[config.mk]
export PLATFORM = sky130hd
export DESIGN_NAME = lioglu_top
export DESIGN_NICKNAME = d
export VERILOG_FILES = /design/src/logic/lioglu_pkg.sv /design/src/logic/lioglu_top.sv
export VERILOG_INCLUDE_DIRS = /design/src /design/src/logic
export SDC_FILE = /design/constraint.sdc
export NUM_CORES = 1
export LEC_CHECK = 0
export ABC_CLOCK_PERIOD_IN_PS = 4820
export BUFFER_PORTS_ARGS = -buffer_cell sky130_fd_sc_hd__buf_4
export CAP_MARGIN = 5
export CORE_UTILIZATION = 60
export DETAILED_ROUTE_END_ITERATION = 8
export GPL_TIMING_DRIVEN = 0
export PLACE_DENSITY = 0.84
export SLEW_MARGIN = 20
export SYNTH_ARGS = -nofsm -noshare
export SYNTH_HDL_FRONTEND = slang
export SYNTH_SLANG_ARGS = --single-unit
[constraint.sdc]
create_clock -name mclk -period 4.82 [get_ports mclk]
set_input_delay 0.241 -clock mclk [delete_from_list [all_inputs] [get_ports mclk]]
set_output_delay 0.241 -clock mclk [all_outputs]
set_load 0.01 [all_outputs]
[src/logic/lioglu_consts.svh]
`ifndef LIOGLU_CONSTS_SVH
`define LIOGLU_CONSTS_SVH

`define LIOGLU_PORT_TMR0      10'h040
`define LIOGLU_PORT_TMR2      10'h042
`define LIOGLU_PORT_TMRCTL    10'h043
`define LIOGLU_PORT_TMR3      10'h044
`define LIOGLU_PORT_TMR3CTL   10'h047
`define LIOGLU_PORT_KBD_DATA  10'h060
`define LIOGLU_PORT_KBD_STAT  10'h064
`define LIOGLU_PORT_SYSB      10'h061
`define LIOGLU_PORT_CLKIDX    10'h070
`define LIOGLU_PORT_CLKDATA   10'h071
`define LIOGLU_PORT_CRAM_LO   10'h074
`define LIOGLU_PORT_CRAM_HI   10'h075
`define LIOGLU_PORT_CRAM_DAT  10'h076
`define LIOGLU_PORT_FEEDBK    10'h091
`define LIOGLU_PORT_SYSA      10'h092
`define LIOGLU_PORT_BSETUP    10'h094
`define LIOGLU_PORT_CSETUP    10'h096
`define LIOGLU_PORT_CSETUP2   10'h097
`define LIOGLU_PORT_OPTSEL    10'h102
`define LIOGLU_PORT_DISPEN    10'h3C3
`define LIOGLU_PORT_PIC1      10'h020
`define LIOGLU_PORT_PIC2      10'h0A0
`define LIOGLU_FLOPPY_BASE    7'h7E
`define LIOGLU_COM1_BASE      7'h7F
`define LIOGLU_COM2_BASE      7'h5F
`define LIOGLU_PRINTER_MAP_FIRST_BASE      8'hEF
`define LIOGLU_PRINTER_MAP_SECOND_BASE      8'hDE
`define LIOGLU_PRINTER_MAP_THIRD_BASE      8'h9E
`define LIOGLU_SECURE_LO      7'h38
`define LIOGLU_SECURE_HI      7'h3F
`define LIOGLU_BIT_DISP_SETUP 5
`define LIOGLU_BIT_DISP_EN    0
`define LIOGLU_BIT_COM_SEL    3
`define LIOGLU_BIT_LPT_LO     5
`define LIOGLU_BIT_LPT_HI     6
`define LIOGLU_BIT_BIDIR      7
`define LIOGLU_BIT_SECURE     3
`define LIOGLU_BIT_NMI_OFF    7
`define LIOGLU_BIT_ICW1       4
`define LIOGLU_RST_SYSA       8'h00
`define LIOGLU_RST_SYSB       8'h00
`define LIOGLU_RST_BSETUP     8'hFF
`define LIOGLU_RST_OPTSEL     8'h00
`define LIOGLU_RST_DISPEN     8'h01
`define LIOGLU_RST_CLKIDX     8'h80
`define LIOGLU_COPRO_RST_NS   2000
`define LIOGLU_CLK_NS         20
`define LIOGLU_COPRO_CYC      ((`LIOGLU_COPRO_RST_NS + `LIOGLU_CLK_NS - 1) / `LIOGLU_CLK_NS)
`define LIOGLU_SLOW_NS        280
`define LIOGLU_SLOW_CYC       ((`LIOGLU_SLOW_NS + `LIOGLU_CLK_NS - 1) / `LIOGLU_CLK_NS)

`endif

[src/logic/lioglu_pkg.sv]
package lioglu_pkg;
	typedef struct packed {
		logic floppy_select_n;
		logic keyboard_select_n;
		logic printer_port_select_n;
		logic serial_select_n;
		logic timer_select_n;
		logic card_setup_rd_strobe_n;
		logic card_setup_wr_strobe;
	} lioglu_sel_t;

	typedef struct packed {
		logic clock_chip_addr_latch;
		logic clock_rd_n;
		logic clock_wr_n;
		logic cram_rd_n;
		logic cram_wr_n;
	} lioglu_ram_t;

	typedef enum logic [1:0] {
		LIOGLU_CP_IDLE    = 2'b00,
		LIOGLU_CP_STRETCH = 2'b01,
		LIOGLU_CP_DRAIN   = 2'b10
	} lioglu_cp_state_t;
endpackage

[src/logic/lioglu_top.sv]
`timescale 1ns/1ps
`default_nettype none
`include "lioglu_consts.svh"

// What this block does
// Latch bus address, drive peripheral address
// Drive transceiver controls, extend slow cycles
// Decode timer ports 40,42,43,44,47
// Floppy select for ports 3F0-3F7
// Setup port bit 5 drives display setup
// Port 3C3 bit 0 drives display enable
// Strobes for card setup ports 96-97
// Invert active-low level interrupts for controllers
// Force controllers level-sensitive on init writes
// Clock chip strobes for ports 70-71
// Ports 74/75 address RAM, 76 data
// Suppress latch for protected offsets 38-3F
// Serial decode at 3F8 or 2F8
// Printer select at 3BC, 378 or 278
// Output printer bidirectional mode enable
// Stretch coprocessor reset pulse
// Hold channel ready low during reset cycle
// Outside logic syncs stretched reset to coprocessor
// Keyboard select for ports 60 and 64
// Latch keyboard and mouse interrupts
// Write-only NMI enable plus control ports
// Asynchronous reset loads defaults into all state
// Port 102 bit 3 routes serial interrupt
// Port 102 bits 5-6 choose printer map
// Port 102 bit 7 drives bidirectional enable
// Keyboard read clears latched interrupts
// Decodes qualified by active I/O strobes
module lioglu_top (
	input  wire logic                   mclk,
	input  wire logic                   arst_n,
	input  wire logic [9:0]             bus_addr,
	input  wire logic                   address_latch_strobe_n,
	input  wire logic                   bus_status1_n,
	input  wire logic                   io_read_n,
	input  wire logic                   io_write_n,
	input  wire logic [7:0]             peripheral_data_in,
	output logic      [7:0]             peripheral_data_out,
	output logic                        peripheral_data_oe,
	output logic      [9:3]             peripheral_addr_out,
	output logic                        latched_status1_n,
	output logic                        xcvr_latch_enable_n,
	output logic                        xcvr_output_enable_n,
	output logic                        peripheral_bus_enable_n,
	output logic                        channel_ready_out,
	output lioglu_pkg::lioglu_sel_t     selects,
	output lioglu_pkg::lioglu_ram_t     ram_strobes,
	output logic      [12:0]            cram_addr,
	output logic                        display_setup_n,
	output logic                        display_enable_out,
	output logic                        printer_bidir_enable,
	input  wire logic                   serial_irq_in,
	output logic                        serial_irq_a_n,
	output logic                        serial_irq_b_n,
	input  wire logic [7:0]             card_feedback_in,
	input  wire logic [7:0]             sysb_status_in,
	input  wire logic [10:0]            bus_irq_n,
	output logic      [10:0]            pic_irq,
	output logic      [7:0]             pic_wdata,
	output logic                        pic_wr,
	output logic                        timer_wr,
	output logic                        timer_rd,
	input  wire logic                   kbd_irq_in,
	input  wire logic                   mouse_irq_in,
	output logic                        kbd_irq_latched,
	output logic                        mouse_irq_latched,
	input  wire logic                   copro_reset_request,
	output logic                        copro_reset_stretched,
	output logic                        nmi_enable_out,
	output logic      [7:0]             sysa_out,
	output logic      [7:0]             sysb_out
);
	import lioglu_pkg::*;

	localparam int unsigned COPRO_CYC = `LIOGLU_COPRO_CYC;
	localparam int unsigned SLOW_CYC  = `LIOGLU_SLOW_CYC;

	////////////////////////////////////////////////////////////////////////
	// Pin synchronisers: all bus inputs come from outside the mclk domain
	logic [1:0]  ale_s, rd_s, wr_s, st_s, sirq_s, kbd_s, mouse_s, cpr_s;
	logic [9:0]  a_s1, a_s2;
	logic [7:0]  d_s1, d_s2;
	logic [10:0] irq_s1, irq_s2;
	logic        rd_d, wr_d;

	always_ff @(posedge mclk or negedge arst_n) begin
		if (!arst_n) begin
			ale_s   <= 2'h3;
			rd_s    <= 2'h3;
			wr_s    <= 2'h3;
			st_s    <= 2'h3;
			sirq_s  <= 2'h0;
			kbd_s   <= 2'h0;
			mouse_s <= 2'h0;
			cpr_s   <= 2'h0;
			a_s1    <= 10'h000;
			a_s2    <= 10'h000;
			d_s1    <= 8'h00;
			d_s2    <= 8'h00;
			irq_s1  <= 11'h7FF;
			irq_s2  <= 11'h7FF;
			rd_d    <= 1'b0;
			wr_d    <= 1'b0;
		end else begin
			ale_s   <= {ale_s[0], address_latch_strobe_n};
			rd_s    <= {rd_s[0], io_read_n};
			wr_s    <= {wr_s[0], io_write_n};
			st_s    <= {st_s[0], bus_status1_n};
			sirq_s  <= {sirq_s[0], serial_irq_in};
			kbd_s   <= {kbd_s[0], kbd_irq_in};
			mouse_s <= {mouse_s[0], mouse_irq_in};
			cpr_s   <= {cpr_s[0], copro_reset_request};
			a_s1    <= bus_addr;
			a_s2    <= a_s1;
			d_s1    <= peripheral_data_in;
			d_s2    <= d_s1;
			irq_s1  <= bus_irq_n;
			irq_s2  <= irq_s1;
			rd_d    <= !rd_s[1];
			wr_d    <= !wr_s[1];
		end
	end

	////////////////////////////////////////////////////////////////////////
	logic [9:0] lat_addr;

	always_ff @(posedge mclk or negedge arst_n) begin
		if (!arst_n) begin
			lat_addr          <= 10'h000;
			latched_status1_n <= 1'b1;
		end else if (!ale_s[1]) begin
			lat_addr          <= a_s2;
			latched_status1_n <= st_s[1];
		end
	end
	assign peripheral_addr_out = lat_addr[9:3];

	wire io_rd    = !rd_s[1];
	wire io_wr    = !wr_s[1];
	wire rd_start = io_rd && !rd_d;
	wire wr_start = io_wr && !wr_d;
	wire wr_end   = !io_wr && wr_d;

	////////////////////////////////////////////////////////////////////////
	logic [7:0]  sysa_reg, sysb_reg, bsetup_reg, optsel_reg, dispen_reg;
	logic [7:0]  clkidx_reg;
	logic [12:0] cram_addr_reg;

	wire hit_sysa   = lat_addr == `LIOGLU_PORT_SYSA;
	wire hit_sysb   = lat_addr == `LIOGLU_PORT_SYSB;
	wire hit_bset   = lat_addr == `LIOGLU_PORT_BSETUP;
	wire hit_opt    = lat_addr == `LIOGLU_PORT_OPTSEL;
	wire hit_disp   = lat_addr == `LIOGLU_PORT_DISPEN;
	wire hit_fb     = lat_addr == `LIOGLU_PORT_FEEDBK;
	wire hit_cidx   = lat_addr == `LIOGLU_PORT_CLKIDX;
	wire hit_cdat   = lat_addr == `LIOGLU_PORT_CLKDATA;
	wire hit_clo    = lat_addr == `LIOGLU_PORT_CRAM_LO;
	wire hit_chi    = lat_addr == `LIOGLU_PORT_CRAM_HI;
	wire hit_cram   = lat_addr == `LIOGLU_PORT_CRAM_DAT;
	wire hit_kbd    = lat_addr == `LIOGLU_PORT_KBD_DATA
		|| lat_addr == `LIOGLU_PORT_KBD_STAT;
	wire hit_tmr    = lat_addr == `LIOGLU_PORT_TMR0
		|| lat_addr == `LIOGLU_PORT_TMR2
		|| lat_addr == `LIOGLU_PORT_TMRCTL
		|| lat_addr == `LIOGLU_PORT_TMR3
		|| lat_addr == `LIOGLU_PORT_TMR3CTL;
	wire hit_csu    = lat_addr == `LIOGLU_PORT_CSETUP
		|| lat_addr == `LIOGLU_PORT_CSETUP2;
	wire hit_flop   = lat_addr[9:3] == `LIOGLU_FLOPPY_BASE;
	wire com_second = optsel_reg[`LIOGLU_BIT_COM_SEL];
	wire hit_ser    = lat_addr[9:3] == (com_second ? `LIOGLU_COM2_BASE
		: `LIOGLU_COM1_BASE);
	wire [1:0] lpt_map = optsel_reg[`LIOGLU_BIT_LPT_HI:`LIOGLU_BIT_LPT_LO];
	logic hit_lpt;
	always_comb begin
		case (lpt_map)
		2'b00:   hit_lpt = lat_addr[9:2] == `LIOGLU_PRINTER_MAP_FIRST_BASE;
		2'b01:   hit_lpt = lat_addr[9:2] == `LIOGLU_PRINTER_MAP_SECOND_BASE;
		2'b10:   hit_lpt = lat_addr[9:2] == `LIOGLU_PRINTER_MAP_THIRD_BASE;
		default: hit_lpt = 1'b0;
		endcase
	end
	wire hit_pic = lat_addr[9:1] == `LIOGLU_PORT_PIC1 >> 1
		|| lat_addr[9:1] == `LIOGLU_PORT_PIC2 >> 1;

	// Protected clock RAM offsets may not be selected while secured
	wire secure_hit = sysa_reg[`LIOGLU_BIT_SECURE]
		&& d_s2[6:0] >= `LIOGLU_SECURE_LO
		&& d_s2[6:0] <= `LIOGLU_SECURE_HI;

	always_ff @(posedge mclk or negedge arst_n) begin
		if (!arst_n) begin
			sysa_reg   <= `LIOGLU_RST_SYSA;
			sysb_reg   <= `LIOGLU_RST_SYSB;
			bsetup_reg <= `LIOGLU_RST_BSETUP;
			optsel_reg <= `LIOGLU_RST_OPTSEL;
			dispen_reg <= `LIOGLU_RST_DISPEN;
			clkidx_reg <= `LIOGLU_RST_CLKIDX;
			cram_addr_reg <= 13'h0000;
		end else if (wr_end) begin
			// Data sampled at the trailing edge, where it is settled
			if (hit_sysa) sysa_reg <= d_s2;
			if (hit_sysb) sysb_reg <= d_s2;
			if (hit_bset) bsetup_reg <= d_s2;
			if (hit_opt) optsel_reg <= d_s2;
			if (hit_disp) dispen_reg <= d_s2;
			if (hit_cidx) clkidx_reg <= d_s2;
			if (hit_clo) cram_addr_reg[7:0] <= d_s2;
			if (hit_chi) cram_addr_reg[12:8] <= d_s2[4:0];
		end
	end

	////////////////////////////////////////////////////////////////////////
	// Read data: port 70 is write-only and reads nothing back
	logic [7:0] rdata;
	logic       rhit;
	always_comb begin
		rhit  = 1'b1;
		rdata = 8'h00;
		if (hit_sysa) rdata = sysa_reg;
		else if (hit_sysb) rdata = {sysb_status_in[7:4], sysb_reg[3:0]};
		else if (hit_bset) rdata = bsetup_reg;
		else if (hit_opt) rdata = optsel_reg;
		else if (hit_disp) rdata = dispen_reg;
		else if (hit_fb) rdata = card_feedback_in;
		else if (hit_clo) rdata = cram_addr_reg[7:0];
		else if (hit_chi) rdata = {3'h0, cram_addr_reg[12:8]};
		else rhit = 1'b0;
	end

	always_ff @(posedge mclk or negedge arst_n) begin
		if (!arst_n) begin
			peripheral_data_out <= 8'h00;
			peripheral_data_oe  <= 1'b0;
		end else begin
			peripheral_data_out <= rdata;
			peripheral_data_oe  <= io_rd && rhit;
		end
	end

	////////////////////////////////////////////////////////////////////////
	wire any_local = hit_kbd || hit_tmr || hit_csu || hit_flop || hit_ser
		|| hit_lpt || hit_pic || hit_cidx || hit_cdat || hit_cram
		|| hit_clo || hit_chi || rhit;
	wire slow_hit = hit_kbd || hit_cidx || hit_cdat || hit_ser;
	wire cmd = io_rd || io_wr;

	always_ff @(posedge mclk or negedge arst_n) begin
		if (!arst_n) begin
			selects     <= '{1'b1, 1'b1, 1'b1, 1'b1, 1'b1, 1'b1, 1'b0};
			ram_strobes <= '{1'b0, 1'b1, 1'b1, 1'b1, 1'b1};
			timer_wr    <= 1'b0;
			timer_rd    <= 1'b0;
			pic_wr      <= 1'b0;
			pic_wdata   <= 8'h00;
		end else begin
			selects.floppy_select_n        <= !(cmd && hit_flop);
			selects.keyboard_select_n      <= !(cmd && hit_kbd);
			selects.printer_port_select_n  <= !(cmd && hit_lpt);
			selects.serial_select_n        <= !(cmd && hit_ser);
			selects.timer_select_n         <= !(cmd && hit_tmr);
			selects.card_setup_rd_strobe_n <= !(io_rd && hit_csu);
			selects.card_setup_wr_strobe   <= io_wr && hit_csu;
			ram_strobes.clock_chip_addr_latch <= io_wr && hit_cidx
				&& !secure_hit;
			ram_strobes.clock_rd_n <= !(io_rd && hit_cdat);
			ram_strobes.clock_wr_n <= !(io_wr && hit_cdat);
			ram_strobes.cram_rd_n  <= !(io_rd && hit_cram);
			ram_strobes.cram_wr_n  <= !(io_wr && hit_cram);
			timer_wr <= wr_start && hit_tmr;
			timer_rd <= rd_start && hit_tmr;
			pic_wr   <= wr_start && hit_pic;
			// An init word always carries the level-trigger bit
			pic_wdata <= (!lat_addr[0] && d_s2[`LIOGLU_BIT_ICW1])
				? (d_s2 | 8'h08) : d_s2;
		end
	end

	////////////////////////////////////////////////////////////////////////
	logic [4:0] slow_cnt;
	logic       cp_hold;

	always_ff @(posedge mclk or negedge arst_n) begin
		if (!arst_n) begin
			slow_cnt <= 5'h00;
		end else if ((rd_start || wr_start) && slow_hit) begin
			slow_cnt <= 5'(SLOW_CYC);
		end else if (slow_cnt != 5'h00) begin
			slow_cnt <= slow_cnt - 5'h01;
		end
	end

	always_ff @(posedge mclk or negedge arst_n) begin
		if (!arst_n) begin
			xcvr_latch_enable_n     <= 1'b1;
			xcvr_output_enable_n    <= 1'b1;
			peripheral_bus_enable_n <= 1'b1;
			channel_ready_out       <= 1'b1;
		end else begin
			xcvr_latch_enable_n     <= !(io_wr && any_local);
			xcvr_output_enable_n    <= !(io_rd && any_local);
			peripheral_bus_enable_n <= !(cmd && any_local);
			channel_ready_out <= !(cp_hold
				|| (slow_cnt > 5'h01)
				|| ((rd_start || wr_start) && slow_hit));
		end
	end

	////////////////////////////////////////////////////////////////////////
	// Coprocessor reset stretcher; the output must be resynchronised
	// outside to the coprocessor clock before use
	lioglu_cp_state_t cp_state;
	logic [6:0]       cp_cnt;

	always_ff @(posedge mclk or negedge arst_n) begin
		if (!arst_n) begin
			cp_state              <= LIOGLU_CP_IDLE;
			cp_cnt                <= 7'h00;
			copro_reset_stretched <= 1'b0;
			cp_hold               <= 1'b0;
		end else begin
			case (cp_state)
			LIOGLU_CP_IDLE: begin
				if (cpr_s[1]) begin
					cp_state              <= LIOGLU_CP_STRETCH;
					cp_cnt                <= 7'(COPRO_CYC);
					copro_reset_stretched <= 1'b1;
					cp_hold               <= 1'b1;
				end
			end
			LIOGLU_CP_STRETCH: begin
				if (cp_cnt != 7'h00) begin
					cp_cnt <= cp_cnt - 7'h01;
				end else begin
					copro_reset_stretched <= 1'b0;
					cp_cnt                <= 7'(COPRO_CYC);
					cp_state              <= LIOGLU_CP_DRAIN;
				end
			end
			LIOGLU_CP_DRAIN: begin
				// Init time after reset before the CPU is let go
				if (cp_cnt != 7'h00) begin
					cp_cnt <= cp_cnt - 7'h01;
				end else if (!cpr_s[1]) begin
					cp_hold  <= 1'b0;
					cp_state <= LIOGLU_CP_IDLE;
				end
			end
			default: cp_state <= LIOGLU_CP_IDLE;
			endcase
		end
	end

	////////////////////////////////////////////////////////////////////////
	always_ff @(posedge mclk or negedge arst_n) begin
		if (!arst_n) begin
			pic_irq           <= 11'h000;
			serial_irq_a_n    <= 1'b1;
			serial_irq_b_n    <= 1'b1;
			kbd_irq_latched   <= 1'b0;
			mouse_irq_latched <= 1'b0;
		end else begin
			pic_irq        <= ~irq_s2;
			serial_irq_a_n <= !(sirq_s[1] && !com_second);
			serial_irq_b_n <= !(sirq_s[1] && com_second);
			// A new request beats the clear in the same cycle
			kbd_irq_latched <= kbd_s[1]
				|| (kbd_irq_latched && !(rd_start && hit_kbd));
			mouse_irq_latched <= mouse_s[1]
				|| (mouse_irq_latched && !(rd_start && hit_kbd));
		end
	end

	always_ff @(posedge mclk or negedge arst_n) begin
		if (!arst_n) begin
			display_setup_n      <= 1'b1;
			display_enable_out   <= 1'b1;
			printer_bidir_enable <= 1'b0;
			nmi_enable_out       <= 1'b0;
			cram_addr            <= 13'h0000;
			sysa_out             <= `LIOGLU_RST_SYSA;
			sysb_out             <= `LIOGLU_RST_SYSB;
		end else begin
			display_setup_n      <= bsetup_reg[`LIOGLU_BIT_DISP_SETUP];
			display_enable_out   <= dispen_reg[`LIOGLU_BIT_DISP_EN];
			printer_bidir_enable <= optsel_reg[`LIOGLU_BIT_BIDIR];
			nmi_enable_out <= !clkidx_reg[`LIOGLU_BIT_NMI_OFF];
			cram_addr            <= cram_addr_reg;
			sysa_out             <= sysa_reg;
			sysb_out             <= sysb_reg;
		end
	end
endmodule
`default_nettype wire

# Word-level counts from Yosys, hierarchy flattened
# Cells that the tools add are included.
[op_classes] add_sub_neg=2 order_cmp=3 eq_ne=36 muxes=36 n_bitwise=1 n_reduce_logical=105
[op_table] operator="$eq 10x7->1 const B" n=13
[op_table] operator="$mux 8" n=7
[op_table] operator="$eq 10x8->1 const B" n=5
[op_table] operator="$logic_and 1x1->1" n=32
[op_table] operator="$logic_or 1x1->1" n=28
[op_table] operator="$logic_not 1->1" n=25
[op_table] operator="$eq 8x8->1 const B" n=3
[op_table] operator="$mux 7" n=3
[op_table] operator="$pmux 7 s3" n=1
[op_table] operator="$reduce_and 2->1" n=8
[op_table] operator="$mux 5" n=3
[op_table] operator="$mux 1" n=12
[op_table] operator="$not 11->11" n=1
[op_table] operator="$eq 10x10->1 const B" n=1
[op_table] operator="$eq 10x9->1 const B" n=1
[op_table] operator="$ne 2x2->1 const B" n=5
[op_table] operator="$eq 9x5->1 const B" n=1
[op_table] operator="$eq 9x7->1 const B" n=1
[op_table] operator="$mux 2" n=4
[op_table] operator="$reduce_and 4->1" n=2
[op_table] operator="$eq 7x7->1" n=1
[op_table] operator="$eq 7x7->1 const B" n=1
[op_table] operator="$ge 7x6->1 const B" n=1
[op_table] operator="$le 7x6->1 const B" n=1
[op_table] operator="16 further kinds" n=23
[word_totals] ff_bits=248 input_bits=55 output_inout_bits=93 elab_cells=248

# Depth between registers and ports, before layout
[logic_depth] depth_word=19 mapped_depth=7 ltp_nobuf=7

# Least setup slack after synthesis
# OpenSTA, ideal clock, no wires.
[synth_path] path_kind="register -> register" from="reg cp_cnt[0]" to="reg cp_hold" setup_time_ps=119 arrival_ps=1958 required_ps=4701 path_slack_ps=2743 stages_incl_launch_ff=8 n_path_buf=0 period_less_slack_ps=2077 cell_sequence="dfrtp_1 inv_1 ha_1 or3b_1 or4_1 or3_1 a21oi_1 nor2_1"
[synth_via] elab_chain_len=3
[synth_rtl] element="start: declaration" line="lioglu_top.sv:317" source="logic [6:0] cp_cnt;"
[synth_rtl] element="start signal: assignment" line="lioglu_top.sv:330" source="cp_cnt <= 7'(COPRO_CYC);"
[synth_rtl] element="start signal: assignment" line="lioglu_top.sv:337" source="cp_cnt <= cp_cnt - 7'h01;"
[synth_rtl] element="start signal: assignment" line="lioglu_top.sv:340" source="cp_cnt <= 7'(COPRO_CYC);"
[synth_rtl] element="$reduce_bool 7->1" line="lioglu_top.sv:346" source="if (cp_cnt != 7'h00) begin"
[synth_rtl] element="$ne 2x2->1 (no source line)"
[synth_rtl] element="$reduce_and 4->1 (no source line)"
[synth_rtl] element="end signal: assignment" line="lioglu_top.sv:324" source="cp_hold <= 1'b0;"
[synth_rtl] element="end signal: assignment" line="lioglu_top.sv:332" source="cp_hold <= 1'b1;"
[synth_rtl] element="end signal: assignment" line="lioglu_top.sv:349" source="cp_hold <= 1'b0;"
[synth_rtl] element="end: declaration" line="lioglu_top.sv:285" source="logic cp_hold;"
# Every way passes these cells.
# A chain may end at the register's enable or synchronous reset.

# Final worst setup path
[layout_path] from="reg lat_addr[7]" to="reg sysb_reg[2]"
[layout_via] elab_chain_len=2
[layout_rtl] element="start: declaration" line="lioglu_top.sv:129" source="logic [9:0] lat_addr;"
[layout_rtl] element="start signal: assignment" line="lioglu_top.sv:136" source="lat_addr <= a_s2;"
[layout_rtl] element="$eq 10x7->1 (no source line)"
[layout_rtl] element="$reduce_and 2->1 (no source line)"
[layout_rtl] element="end signal: assignment" line="lioglu_top.sv:198" source="sysb_reg <= `LIOGLU_RST_SYSB;"
[layout_rtl] element="end signal: assignment" line="lioglu_top.sv:207" source="if (hit_sysb) sysb_reg <= d_s2;"
[layout_rtl] element="end: declaration" line="lioglu_top.sv:149" source="logic [7:0] sysa_reg, sysb_reg, bsetup_reg, optsel_reg, dispen_reg;"
# Every way passes these cells.

==> flow_metrics.tcl <==
set metrics [dict create \
    n_antenna_cell 0 \
    hp-start "sysb_status_in[6]" \
    synth_nets 688 \
    synthTopCellsByCount "dfrtp_1 (182), mux2_2 (61), dfstp_2 (59), inv_1 (29), nor2_1 (29)" \
    synth_xor_area_share_pct 0.299 \
    synth-compound-area-share_pct 7.36 \
    dp_slack_ns 2.31 \
    dp_hpwl_mm 12.5 \
    grt_overflow 0 \
    design.portCount 148 \
    rsz0062_at_grt "no" \
    netlist-cell-type-count 66 \
    hold_depth 3 \
    drt_first_pass_iters 7 \
    ant_nets 0 \
    clk_path_buf_depth 3 \
    maxCapViolations 0 \
    gr-usage-all-layers_pct 27.4 \
    numCtsBuffers 24 \
    avgRoutedWirePerCell_microns 19.4 \
    r2r-end "sysb_reg[2]$_DFFE_PN0P_" \
    regToRegSetupSlack_ns 2.28 \
    rows 43 \
    cts_tree "built" \
    cts_htree_levels 1 \
    ys_warn_count 0 \
    crit_path_start "lat_addr[7]$_DFFE_PN0N_" \
    synth_edf_count 0 \
    synth.most_common_cell "dfrtp_1" \
    clk_transition_reported_paths_ns 0.06 \
    reg2reg_depth 6 \
    core_area_sq_um 14100 \
    syn_area_sq_um 8790 \
    die_x_microns 123 \
    insertion_delay_ns 0.51 \
    path_max_fanout 10 \
    clockRootBuffer "clkbuf_16" \
    max_freq_ghz 0.393 \
    dieArea_sq_um 15100 \
    grt_max_degree 111 \
    cts_setup_buffers 0 \
    yosysTopAreaCellShare_pct 51.8 \
    muxShareOfSynthArea_pct 8.64 \
    synthAdderAreaFrac_pct 1.28 \
    finalWorstSetupSlack_ns 2.28 \
    cts_sinks 241 \
    tns_ns 0 \
    hold_buffers 39 \
    grt_pass1_wl_mm 31.3 \
    peakVddDrop_mv 0.360 \
    min_period_ns 2.54 \
    wirelength_mm 20.0 \
    finalCritPeriodShare_pct 52.7 \
    cts_resized 0 \
    fin_skew_ns 0.0138 \
    synthToLayoutAreaGrowth_pct 30.5 \
    synth_top_area_cell "dfrtp_1" \
    synth_top_family_by_area "simple AND/OR/NAND/NOR gates" \
    drc_errors 0 \
    leakagePower_nw 5.41 \
    ys_seq_area_share_pct 69.5 \
    io_buffers 143 \
    start_util_pct 62.3 \
    drive_gt1_share_pct 40.1 \
    crit_arrival_ns 2.94 \
    final_hold_viol_count 0 \
    syn_area_per_cell_sq_um 14.1 \
    synth.area.top_cells "dfrtp_1 (52%), dfstp_2 (18%), mux2_2 (7.8%), ha_1 (1.3%), inv_1 (1.2%)" \
    synthSimpleGateAreaFrac_pct 9.89 \
    async_flop_share_pct 100 \
    grt_pass1_vias 5970 \
    largest_register_ffs 26 \
    r2r-start "lat_addr[7]$_DFFE_PN0N_" \
    die_h_microns 123 \
    hold_end "peripheral_data_out[6]$_DFF_PN0_" \
    cp-start-kind "register" \
    synthFlopType "dfrtp_1" \
    cp.required_ns 5.22 \
    tightestPinTransition_ns 0.878 \
    drv_slew 0 \
    crit_type "reg2reg" \
    nets 898 \
    drt_iter0_markers 451 \
    status "finished clean" \
    place.gp.congestion 0.885 \
    max_slew_margin_pct 40.9 \
    cp-end-kind "register" \
    power_per_cell_area_nw_per_um2 436 \
    hold_path_class "in2reg" \
    antenna_found_initial 0 \
    vias 5791 \
    synth-seq-cells 241 \
    synthCells 624 \
    setup_viol 0 \
    vias_per_cell 5.61 \
]
## report_power, final
part           total [mW]  switching (mW)  internal, mW
Combinational       0.624           0.360         0.264
Sequential           2.25          0.0956          2.15
Clock                2.13           0.787          1.34
Total                5.01            1.24          3.76
## stage by stage
step | hold slack, ns | power (mW) | cell area [sq um] | cells | utilization (%)
finish | 0.0272 | 5.01 | 11500 | 1032 | 81.4
global placement | 0.331 | 2.80 | 10100 | 947 | 71.6
floorplan | -0.0546 | 2.62 | 8790 | 624 | -
CTS | 0.00880 | 5.02 | 11500 | 1032 | 81.4
detailed placement | 0.110 | 2.85 | 10100 | 949 | 72.0
global route | 0.0562 | 5.20 | 11500 | 1032 | 81.4
## per-layer routing
metal	vias up	GRT usage, %	wire, microns
met5	-	0	0
met4	0	7.76	372
met3	36	5.03	1170
met2	204	47.5	10500
li1	2622	-	-
met1	2929	35.5	7990
## cell families after synthesis
family,Yosys count
AO/OA/AOI/OAI,96
XOR/XNOR,3
adder cells (fa/ha/maj),9
buffers and inverters,60
flip-flops,241
multiplexers,68
AND/OR/NAND/NOR,147
## placed cells by master, fill, tap and decap left out, types with 7 or more instances in the layout
| cell type | instances |
|---|---|
| or3_1 | 8 |
| clkbuf_1 | 14 |
| nand2_1 | 28 |
| inv_1 | 29 |
| dlygate4sd3_1 | 39 |
| nor3_1 | 12 |
| nor2_1 | 29 |
| clkbuf_16 | 25 |
| buf_2 | 8 |
| nand3_1 | 12 |
| mux2_2 | 61 |
| nand2b_1 | 7 |
| buf_4 | 149 |
| bufinv_16 | 7 |
| a21oi_1 | 20 |
| ha_1 | 9 |
| a22oi_1 | 8 |
| o21ai_0 | 21 |
| dfstp_2 | 59 |
| dfrtp_1 | 182 |
## final cells by class
type                            count  area, sq um
Fill cell                         764         2630
Sequential cell                   241         6100
Multi-Input combinational cell    323         2410
Timing Repair Buffer              184         1530
Clock buffer                       26          639
Tap cell                          180          225
Inverter                           29          109
Buffer                             31          160
Clock inverter                     18          290
## worst max-delay path by stage
| stage | end | slack [ns] | cells past startpoint |
|---|---|---|---|
| 2_1_floorplan | cp_hold$_DFFE_PN0P_ | 2.74 | 7 |
| 3_3_place_gp | pic_irq[9]$_DFF_PN0_ | 1.93 | 1 |
| 3_5_place_dp | bsetup_reg[1]$_DFFE_PN1P_ | 2.31 | 6 |
| 4_1_cts | sysa_reg[4]$_DFFE_PN0P_ | 2.28 | 6 |
| 5_1_grt | cp_cnt[2]$_DFFE_PN0P_ | 2.10 | 7 |
| 6_report | sysb_reg[2]$_DFFE_PN0P_ | 2.28 | 6 |
## critical path, stage by stage, from the launching register on
cell	delay, ns
dfrtp_1	0.39
buf_2	0.21
nor4b_4	0.47
nand2_1	0.19
nor2_2	0.43
nand3_2	0.36
mux2_2	0.38
Note: power is estimated with default switching activity, not from simulation.
